File: config.mk
export PLATFORM = sky130hd
export DESIGN_NAME = sfp_fault_latch
export DESIGN_NICKNAME = d
export VERILOG_FILES = /design/src/pkg/sfp_pkg.sv /design/src/design/sfp_fault_latch.sv
export SDC_FILE = /design/constraint.sdc
export NUM_CORES = 1
export LEC_CHECK = 0
export BUFFER_PORTS_ARGS = -buffer_cell sky130_fd_sc_hd__buf_4
export CORE_ASPECT_RATIO = 0.75
export CORE_MARGIN = 1
export CORE_UTILIZATION = 35
export CTS_CLUSTER_SIZE = 25
export DETAILED_ROUTE_END_ITERATION = 6
export MAX_ROUTING_LAYER = met4
export SYNTH_ARGS = -nofsm -noshare
export SYNTH_HDL_FRONTEND = slang
export SYNTH_SLANG_ARGS = --single-unit
File: constraint.sdc
create_clock -name clk_sys -period 5.66 [get_ports clk_sys]
set_input_delay 1.415 -clock clk_sys [delete_from_list [all_inputs] [get_ports clk_sys]]
set_output_delay 1.415 -clock clk_sys [all_outputs]
set_load 0.05 [all_outputs]
File: src/pkg/sfp_pkg.sv
// package: constants and types of the stepper fault protection latch
package sfp_pkg;

    localparam int unsigned CLK_HZ             = 25000000;
    localparam int unsigned BLANK_TIME_NS      = 5500;
    localparam int unsigned ENABLE_WINDOW_NS   = 30000;
    localparam int unsigned CLEAR_SETUP_NS     = 10000;
    localparam int unsigned BLANK_CYC          = (BLANK_TIME_NS * (CLK_HZ / 1000000)) / 1000;
    localparam int unsigned ENABLE_WINDOW_CYC  = (ENABLE_WINDOW_NS * (CLK_HZ / 1000000)) / 1000;
    localparam int unsigned CLEAR_SETUP_CYC    = (CLEAR_SETUP_NS * (CLK_HZ / 1000000) + 999) / 1000;
    localparam int unsigned CNT_W              = 11;

    localparam logic [1:0] KIND_NONE           = 2'h0;
    localparam logic [1:0] KIND_OPEN           = 2'h1;
    localparam logic [1:0] KIND_OVERCURRENT    = 2'h2;
    localparam logic [1:0] KIND_OVERHEAT       = 2'h3;

    typedef enum logic [2:0]
    {
        SFP_RUN     = 3'h1,
        SFP_TRIPPED = 3'h2,
        SFP_CLEAR   = 3'h4
    } sfp_state_e;

    typedef struct packed
    {
        logic open_seen;
        logic overcurrent;
        logic overheat;
    } sfp_detect_s;

endpackage : sfp_pkg

File: src/design/sfp_fault_latch.sv
// design: fault detection, latching and reporting of a two-phase stepper driver
//
// Behaviour
// - any latched fault drives the open-drain any-fault output low.
// - fault-type code reports open, overcurrent or overheat as three levels.
// - every detector latches and forces all four phase outputs off.
// - only a system-clear low pulse or power-on reset clears the latch.
// - open terminal when no flyback current is seen in a PWM off time.
// - open detection trusted only above the minimum set current.
// - overcurrent flagged when phase current comparator reaches its threshold.
// - overcurrent comparator ignored for a blanking time after each PWM turn-on.
// - overheat flagged from the substrate temperature comparator.
// - negative-current PWM shortly after enable rises may trip open detection.
// - clear low holds reset; host waits after its release before stepping.
// - enable low forces phases off, excitation position is preserved.
`timescale 1ns/1ps
`default_nettype none

module sfp_fault_latch
    import sfp_pkg::*;
#(
    parameter int unsigned BLANK_CYCLES = BLANK_CYC
)
(
    input  wire logic       clk_sys,
    input  wire logic       arst_n,
    input  wire logic       system_clear_n,
    input  wire logic       enable,
    input  wire logic [3:0] phase_drive,
    input  wire logic       pwm_on,
    input  wire logic       flyback_seen,
    input  wire logic       current_above_min,
    input  wire logic       overcurrent_cmp,
    input  wire logic       overheat_cmp,
    output logic [3:0]      phase_out,
    output logic            any_fault_n_o,
    output logic            any_fault_n_oe,
    output logic [1:0]      fault_kind_level,
    output logic            step_ready,
    output logic            enable_window
);

    // ****************************************************
    // reset synchroniser
    // ****************************************************
    logic rst_s1_q;
    logic rst_s2_q;

    always_ff @(posedge clk_sys or negedge arst_n)
    begin
        if (!arst_n)
        begin
            rst_s1_q <= 1'b0;
            rst_s2_q <= 1'b0;
        end
        else
        begin
            rst_s1_q <= 1'b1;
            rst_s2_q <= rst_s1_q;
        end
    end

    wire logic rst_n = rst_s2_q;

    // ****************************************************
    // helpers
    // ****************************************************
    // priority encode of simultaneous hits: overheat, overcurrent, open
    function automatic logic [1:0] kind_of
    (
        input sfp_detect_s hit
    );
        logic [1:0] code;
        code = KIND_NONE;
        if (hit.overheat)
            code = KIND_OVERHEAT;
        else if (hit.overcurrent)
            code = KIND_OVERCURRENT;
        else if (hit.open_seen)
            code = KIND_OPEN;
        return code;
    endfunction

    // saturating one-step count down
    function automatic logic [CNT_W-1:0] count_down
    (
        input logic [CNT_W-1:0] value
    );
        logic [CNT_W-1:0] next;
        next = value;
        if (value != '0)
            next = value - 1'b1;
        return next;
    endfunction

    // ****************************************************
    // detection
    // ****************************************************
    logic              pwm_on_q;
    logic              off_flyback_q;
    logic [CNT_W-1:0]  blank_cnt_q;
    logic [CNT_W-1:0]  blank_cnt_d;
    logic [CNT_W-1:0]  win_cnt_q;
    logic [CNT_W-1:0]  win_cnt_d;
    logic              enable_q;
    logic              off_flyback_d;
    sfp_detect_s       det;

    always_comb
    begin
        blank_cnt_d   = blank_cnt_q;
        off_flyback_d = off_flyback_q;
        win_cnt_d     = win_cnt_q;
        // turn-on edge restarts blanking
        if (pwm_on && !pwm_on_q)
            blank_cnt_d = CNT_W'(BLANK_CYCLES);
        else
            blank_cnt_d = count_down(blank_cnt_q);
        // flyback observed in the off time after its first cycle, which clears the flag
        if (!pwm_on && pwm_on_q)
            off_flyback_d = 1'b0;
        else if (!pwm_on && flyback_seen)
            off_flyback_d = 1'b1;
        // enable rising opens the sensitive window
        if (enable && !enable_q)
            win_cnt_d = CNT_W'(ENABLE_WINDOW_CYC);
        else
            win_cnt_d = count_down(win_cnt_q);
        det.open_seen   = pwm_on && !pwm_on_q && enable_q && !off_flyback_q
                          && current_above_min;
        // the turn-on cycle itself is blanked, the counter only loads at its end
        det.overcurrent = overcurrent_cmp && pwm_on && pwm_on_q && (blank_cnt_q == '0);
        det.overheat    = overheat_cmp;
    end

    always_ff @(posedge clk_sys or negedge arst_n)
    begin
        if (!arst_n)
        begin
            pwm_on_q      <= 1'b0;
            off_flyback_q <= 1'b1;
            blank_cnt_q   <= '0;
            win_cnt_q     <= '0;
            enable_q      <= 1'b0;
        end
        else
        begin
            pwm_on_q      <= pwm_on;
            off_flyback_q <= off_flyback_d;
            blank_cnt_q   <= blank_cnt_d;
            win_cnt_q     <= win_cnt_d;
            enable_q      <= enable;
        end
    end

    // ****************************************************
    // fault latch
    // ****************************************************
    sfp_state_e        state_q;
    sfp_state_e        state_d;
    logic [1:0]        kind_q;
    logic [1:0]        kind_d;
    logic [CNT_W-1:0]  clr_cnt_q;
    logic [CNT_W-1:0]  clr_cnt_d;

    always_comb
    begin
        state_d   = state_q;
        kind_d    = kind_q;
        clr_cnt_d = clr_cnt_q;
        case (state_q)
            SFP_RUN:
            begin
                if (!system_clear_n)
                begin
                    state_d = SFP_CLEAR;
                end
                else if (kind_of(det) != KIND_NONE)
                begin
                    state_d = SFP_TRIPPED;
                    kind_d  = kind_of(det);
                end
                clr_cnt_d = count_down(clr_cnt_q);
            end
            SFP_TRIPPED:
            begin
                // type frozen until clear
                if (!system_clear_n)
                begin
                    // pin and type drop together
                    state_d = SFP_CLEAR;
                    kind_d  = KIND_NONE;
                end
            end
            SFP_CLEAR:
            begin
                kind_d = KIND_NONE;
                if (system_clear_n)
                begin
                    state_d   = SFP_RUN;
                    clr_cnt_d = CNT_W'(CLEAR_SETUP_CYC);
                end
            end
            default:
            begin
                state_d = SFP_RUN;
                kind_d  = KIND_NONE;
            end
        endcase
    end

    always_ff @(posedge clk_sys or negedge rst_n)
    begin
        if (!rst_n)
        begin
            state_q   <= SFP_RUN;
            kind_q    <= KIND_NONE;
            clr_cnt_q <= '0;
        end
        else
        begin
            state_q   <= state_d;
            kind_q    <= kind_d;
            clr_cnt_q <= clr_cnt_d;
        end
    end

    // ****************************************************
    // outputs
    // ****************************************************
    logic [3:0] phase_q;
    logic [3:0] phase_d;
    logic       flt_oe_q;
    logic       ready_q;

    // phases follow the next state so they drop with the fault pin
    genvar gi;
    generate
        for (gi = 0; gi < 4; gi++)
        begin : g_phase
            assign phase_d[gi] = phase_drive[gi] && (state_d == SFP_RUN) && enable;
        end
    endgenerate

    always_ff @(posedge clk_sys or negedge rst_n)
    begin
        if (!rst_n)
        begin
            phase_q  <= '0;
            flt_oe_q <= 1'b0;
            ready_q  <= 1'b0;
        end
        else
        begin
            phase_q  <= phase_d;
            flt_oe_q <= (state_d == SFP_TRIPPED);
            ready_q  <= (state_d == SFP_RUN) && (clr_cnt_d == '0);
        end
    end

    assign phase_out        = phase_q;
    assign any_fault_n_o    = 1'b0;
    assign any_fault_n_oe   = flt_oe_q;
    assign fault_kind_level = kind_q;
    assign step_ready       = ready_q;
    assign enable_window    = (win_cnt_q != '0);

endmodule // sfp_fault_latch

`default_nettype wire

==> flow_summary.toml, run 1 <==
[status]
outcome = "finished, final reports clean"

[synthesis]
synthMuxAreaShare_pct = 2.99
ys_ff_latch = 49
synth_ff_type = "dfrtp_1"
synth_nets = 262
synth_commonest_cells = "47 x dfrtp_1, 33 x nor2_1, 19 x nand2_1, 12 x xnor2_1"
synth_most_common_cell = "dfrtp_1"
synth_top_family_by_area = "simple AND/OR/NAND/NOR gates"
yosys.area.top_type = "dfrtp_1"
synth_warnings = 0
synth_simple_gate_area_share_pct = 25.1
synth_cells = 245
synthArstFlopShare_pct = 100
syn_avg_cell_area_um2 = 9.91
synth_compound_area_share_pct = 11.0
synth_xor_area_share_pct = 4.69
synthDominantCellAreaShare_pct = 48.4
yosys.area_share.adder_pct = 2.06
syn_area_mm2 = 0.00243
synth_seq_area_share_pct = 50.6
ys_types = 46
synth_edf_count = 0
synthTopCellsByArea = "dfrtp_1 48%, nor2_1 5.1%, xnor2_1 4.3%"

[finish]
nets = 284
drive_gt1_share_pct = 15.3
nFillCells = 633
fin_cells = 349
post-route-util_pct = 42.3
layout.area.seq_mm2 = 0.00123
area.growth.synth_to_final_pct = 13.3
multi_input_area_mm2 = 0.00112
antennaDiodeCount = 0

[worst_setup_path]
cp_num_cells = 6
crit_fanout = 11
crit_path_frequent_cell = "buf_4"
max_stage_delay_ns = 0.57
cp_cell_sequence = "or4_1 > or3_1 > nor4_1 > buf_4 > inv_1 > buf_4"
critPathTopFamily = "simple AND/OR/NAND/NOR gates"
crit_required_ns = 4.24
worstSetupPathType = "flop to primary output"
cp-start-kind = "flop"
worstPathArrival_ns = 2.38
reg2regPathDepth = 6
path_buf_inv = 3
cp_slowest_cell = "or4_1"
worstSetupEndpointType = "primary output"

[route]
drc = 0
routed-via-count = 1782
wl_mm = 4.73
drt_iter0_drc = 159
drt_first_pass_iters = 6
wl_per_cell_um = 13.6
avgViaCountPerCell = 5.11
drt.antenna.violating_nets = 0

[power]
sw_frac_of_total_pct = 40.9
clkPwrFrac_pct = 17.7
leakagePower_uw = 0.00115
internal_power_uw = 713
power_density_mw_per_mm2 = 439
switchingPower_uw = 494
p_seq_share_pct = 46.6
finalPower_uw = 1210
power.ir.vdd_worst_mv = 0.147
p_comb_share_pct = 35.7

[sta]
min_period_ns = 3.80
rsz0062_at_grt = "false"
finalSetupTns_ns = 0
slew_headroom_pct = 38.0
max_freq_ghz = 0.263
whs_ns = 0.356
drv_slew = 0
clock_skew_ns = 0.0130
finalHoldViolCount = 0
setup_viol = 0
finalCritPeriodShare_pct = 67.1
worstMarginPinSlew_ns = 0.929

[place]
dp_hpwl_mm = 3.40
dp.cells = 341
gp_congestion = 0.871
io_buffer_count = 21

[clock_tree]
worstSkewPairLatency_ns = 0.31
clock_sinks = 49
cts_buffer_depth = 2
cts_tree = "yes"
cts_inserted_buffers = 5
post_cts_resized = 0
cts-root-buf = "clkbuf_8"
h-tree-depth = 2
clk_pin_slew_ns = 0.09
holdBufCountCts = 0
cts_setup_buffers = 0

[min_path]
hp-class = "flop to flop"
hold_depth = 0

[floorplan]
boundaryPins = 23
core.rowCount = 25
die_x_um = 98.2
dieHeight_um = 74.1
start_util_pct = 37.3
coreArea_mm2 = 0.00651
die_area_mm2 = 0.00728

[global_routing]
grt_max_degree = 28
gr-total-overflow = 0
grt_util_met1_pct = 20.7
use_met3_pct = 4.32
busiest_layer = "met2"
grt_usage_pct = 15.1
first_global_vias = 1706
use_met2_pct = 21.2
grt_pass1_wl_mm = 8.18
antenna_found_initial = 0

[run]
drv_cap = 0
[registers in the layout, summed over array words and instances (netlist names)]
| name | count |
|---|---|
| any_fault_n_oe | 1 |
| blank_cnt_q | 11 |
| clr_cnt_q | 11 |
| enable_q | 1 |
| fault_kind_level | 2 |
| off_flyback_q | 1 |
| phase_out | 4 |
| pwm_on_q | 1 |
| rst_n | 1 |
| rst_s1_q | 1 |
| state_q | 3 |
| step_ready | 1 |
| win_cnt_q | 11 |
[worst reg2reg max path, delay by kind of cell (launching register included)]
kind / cells / cell delay [ns]
multiplexers: 1 / 0.41
flip-flops: 1 / 0.62
AND/OR/NAND/NOR: 5 / 1.76
[cells by family (layout without fill, tap and decap cells)]
group | Yosys count | count (layout)
AND/OR/NAND/NOR | 112 | 112
flip-flops | 49 | 49
AO/OA/AOI/OAI | 40 | 40
buffers and inverters | 18 | 41
XOR/XNOR | 13 | 13
multiplexers | 7 | 7
adder cells (fa/ha/maj) | 4 | 4
other | 2 | 2
[cell type report]
cell class / instances / share of cell area [%]
Clock buffer: 5 / 2.50
Clock inverter: 3 / 0.773
Inverter: 10 / 1.36
Multi-Input combinational cell: 178 / 40.7
Sequential cell: 49 / 44.7
Tap cell: 81 / 3.68
Timing Repair Buffer: 23 / 6.28
[cell usage in the layout, fill, tap and decap left out, types with 4 or more instances in the layout]
cell / instances
nand2b_1: 5
nand3_1: 5
clkbuf_8: 5
nor4_1: 7
xnor2_1: 12
inv_1: 10
dfrtp_1: 47
nand4_1: 4
ha_1: 4
nor3_1: 9
and3_1: 4
or3_1: 6
nand2_1: 19
a21oi_1: 11
mux2i_1: 5
buf_4: 23
nor2_1: 33
o21ai_0: 11
nor2b_1: 4
[per-layer routing]
layer	wire, um	vias to the layer above
met1	2590	824
met4	89	0
met2	1870	37
met5	0	-
met3	177	7
li1	-	914
[through the flow]
step | setup WS, ns | area, um^2
CTS | 1.85 | 2750
floorplan | 2.11 | 2430
finish | 1.86 | 2750
global placement | 2.25 | 2660
detailed placement | 2.21 | 2660
global route | 1.76 | 2750
[path summary, 6_finish.rpt]
| kind | slack [ns] | start | end |
|---|---|---|---|
| worst max register to register | 2.78 | state_q[0] | step_ready |
| worst min register to register | 0.36 | rst_s1_q | rst_n |
| worst min-delay path | 0.36 | rst_s1_q | rst_n |
| max in group asynchronous | 4.37 | arst_n | off_flyback_q |
| worst max-delay path | 1.86 | win_cnt_q[5] | enable_window |
| min in group asynchronous | 0.38 | rst_n | any_fault_n_oe |
[power groups by stage]
stage	registers, uW	logic (uW)	clock network (uW)
2_1_floorplan	571	315	0
3_3_place_gp	569	429	0
3_5_place_dp	568	432	0
4_1_cts	563	435	224
5_1_grt	582	482	237
6_report	562	431	213
Power figures use the tool's default switching activity.
==> run 2, diff against run 1 <==
clock period = 3.85 ns   (was 5.66 ns; I/O delays follow)
==> flow_summary.toml, run 2 (same netlist as run 1, synthesis figures left out) <==
[place]
dp.cells = 341
dp_hpwl_mm = 3.47
io_buffer_count = 21
dp_slack_ns = 0.953
gp_congestion = 0.860

[power]
p_seq_share_pct = 44.9
leakagePower_uw = 0.00116
power_density_mw_per_mm2 = 668
clkPwrFrac_pct = 20.8
power.ir.vdd_worst_mv = 0.188
internal_power_uw = 1120
switchingPower_uw = 739
p_comb_share_pct = 34.4
sw_frac_of_total_pct = 39.8

[clock_tree]
clk_pin_slew_ns = 0.10
holdBufCountCts = 0
cts_tree = "yes"
post_cts_resized = 0
cts-root-buf = "clkbuf_8"
h-tree-depth = 2
cts_setup_buffers = 0
worstSkewPairLatency_ns = 0.31
cts_inserted_buffers = 5
cts_buffer_depth = 2
clock_sinks = 49

[finish]
drive_gt1_share_pct = 15.3
fin_cells = 349
multi_input_area_mm2 = 0.00112
layout.area.seq_mm2 = 0.00123
nets = 284
area.growth.synth_to_final_pct = 14.4
final_common_cell = "dfrtp_1"
antennaDiodeCount = 0
nFillCells = 601
top_regs = "blank_cnt_q (11), clr_cnt_q (11), win_cnt_q (11)"
final_cell_mix = "47 x dfrtp_1, 33 x nor2_1, 23 x buf_4"

[route]
drc = 0
wl_per_cell_um = 13.9
drt_first_pass_iters = 6
drt_iter0_drc = 96
wl_mm = 4.87
avgViaCountPerCell = 5.17
routed-via-count = 1805
drt.antenna.violating_nets = 0

[floorplan]
core.rowCount = 25
die_area_mm2 = 0.00728
start_util_pct = 37.3
coreArea_mm2 = 0.00651
die_x_um = 98.2
dieHeight_um = 74.1
boundaryPins = 23

[worst_setup_path]
reg2regPathDepth = 8
crit_required_ns = 2.89
r2r_start = "clr_cnt_q[0]"
r2r_slack_ns = 0.97
worstReg2RegEnd = "step_ready"
cp-start-kind = "flop"
worstPathArrival_ns = 2.29
worstSetupPathType = "flop to primary output"
worstSetupEndpointType = "primary output"
crit_fanout = 4

[min_path]
min_from = "rst_s1_q"
hp-class = "flop to flop"
hold-path-endpoint = "rst_n"
hold_depth = 0

[global_routing]
antenna_found_initial = 0
first_global_vias = 1785
grt_max_degree = 28
gr-total-overflow = 0
grt_pass1_wl_mm = 8.49
grt_usage_pct = 15.5

[sta]
finalSetupTns_ns = 0
rsz0062_at_grt = "false"
finalCritPeriodShare_pct = 84.5
worstMarginPinSlew_ns = 0.909
min_period_ns = 3.25
drv_slew = 0
finalWorstSetupSlack_ns = 0.595
clock_skew_ns = 0.00899
setup_viol = 0
max_freq_ghz = 0.307
slew_headroom_pct = 39.4
finalHoldViolCount = 0

[run]
drv_cap = 0

[status]
outcome = "finished, final reports clean"
[run 2: worst max path at each step]
stage                            start            end
after global placement    win_cnt_q[5]  enable_window
after detailed placement  win_cnt_q[5]  enable_window
after global routing      win_cnt_q[5]  enable_window
final                     win_cnt_q[5]  enable_window
after floorplan           win_cnt_q[5]  enable_window
after CTS                 win_cnt_q[5]  enable_window
[run 2: layout make-up]
class	count	share of cell area (%)
Clock buffer	5	2.48
Sequential cell	49	44.2
Multi-Input combinational cell	178	40.3
Tap cell	81	3.65
Inverter	10	1.35
Clock inverter	3	1.76
Timing Repair Buffer	23	6.21
[run 2: layer usage]
layer  global-route usage, %  vias to the layer above  wire length (um)  share of wire [%]
met3                    3.10                        4               207                4.3
met4                    5.64                        0                36               0.74
met2                    22.8                       49              2090                 43
met5                       -                        -                 0                  0
met1                    21.3                      845              2530                 52
li1                        -                      907                 -                  -
[run 2: power by group through the flow]
stage	clock network, uW	registers, uW	logic [uW]
after floorplan	0	839	463
after global placement	0	839	633
after detailed placement	0	840	641
after CTS	399	831	645
after global routing	420	862	720
final	386	834	638
[run 2: through the flow]
stage,util (%),cell area (um^2),total power (uW),hold WS [ns]
floorplan,-,2430,1300,0.280
finish,42.7,2780,1860,0.358
detailed placement,40.9,2660,1480,0.335
global placement,40.9,2660,1470,0.333
global route,42.7,2780,2000,0.379
CTS,42.7,2780,1880,0.359
[run 2: worst max-delay path, stage by stage (launching register included)]
cell	delay [ns]
dfrtp_1	0.41
or4_1	0.57
or3_1	0.39
nor4_1	0.35
inv_1	0.08
buf_4	0.20
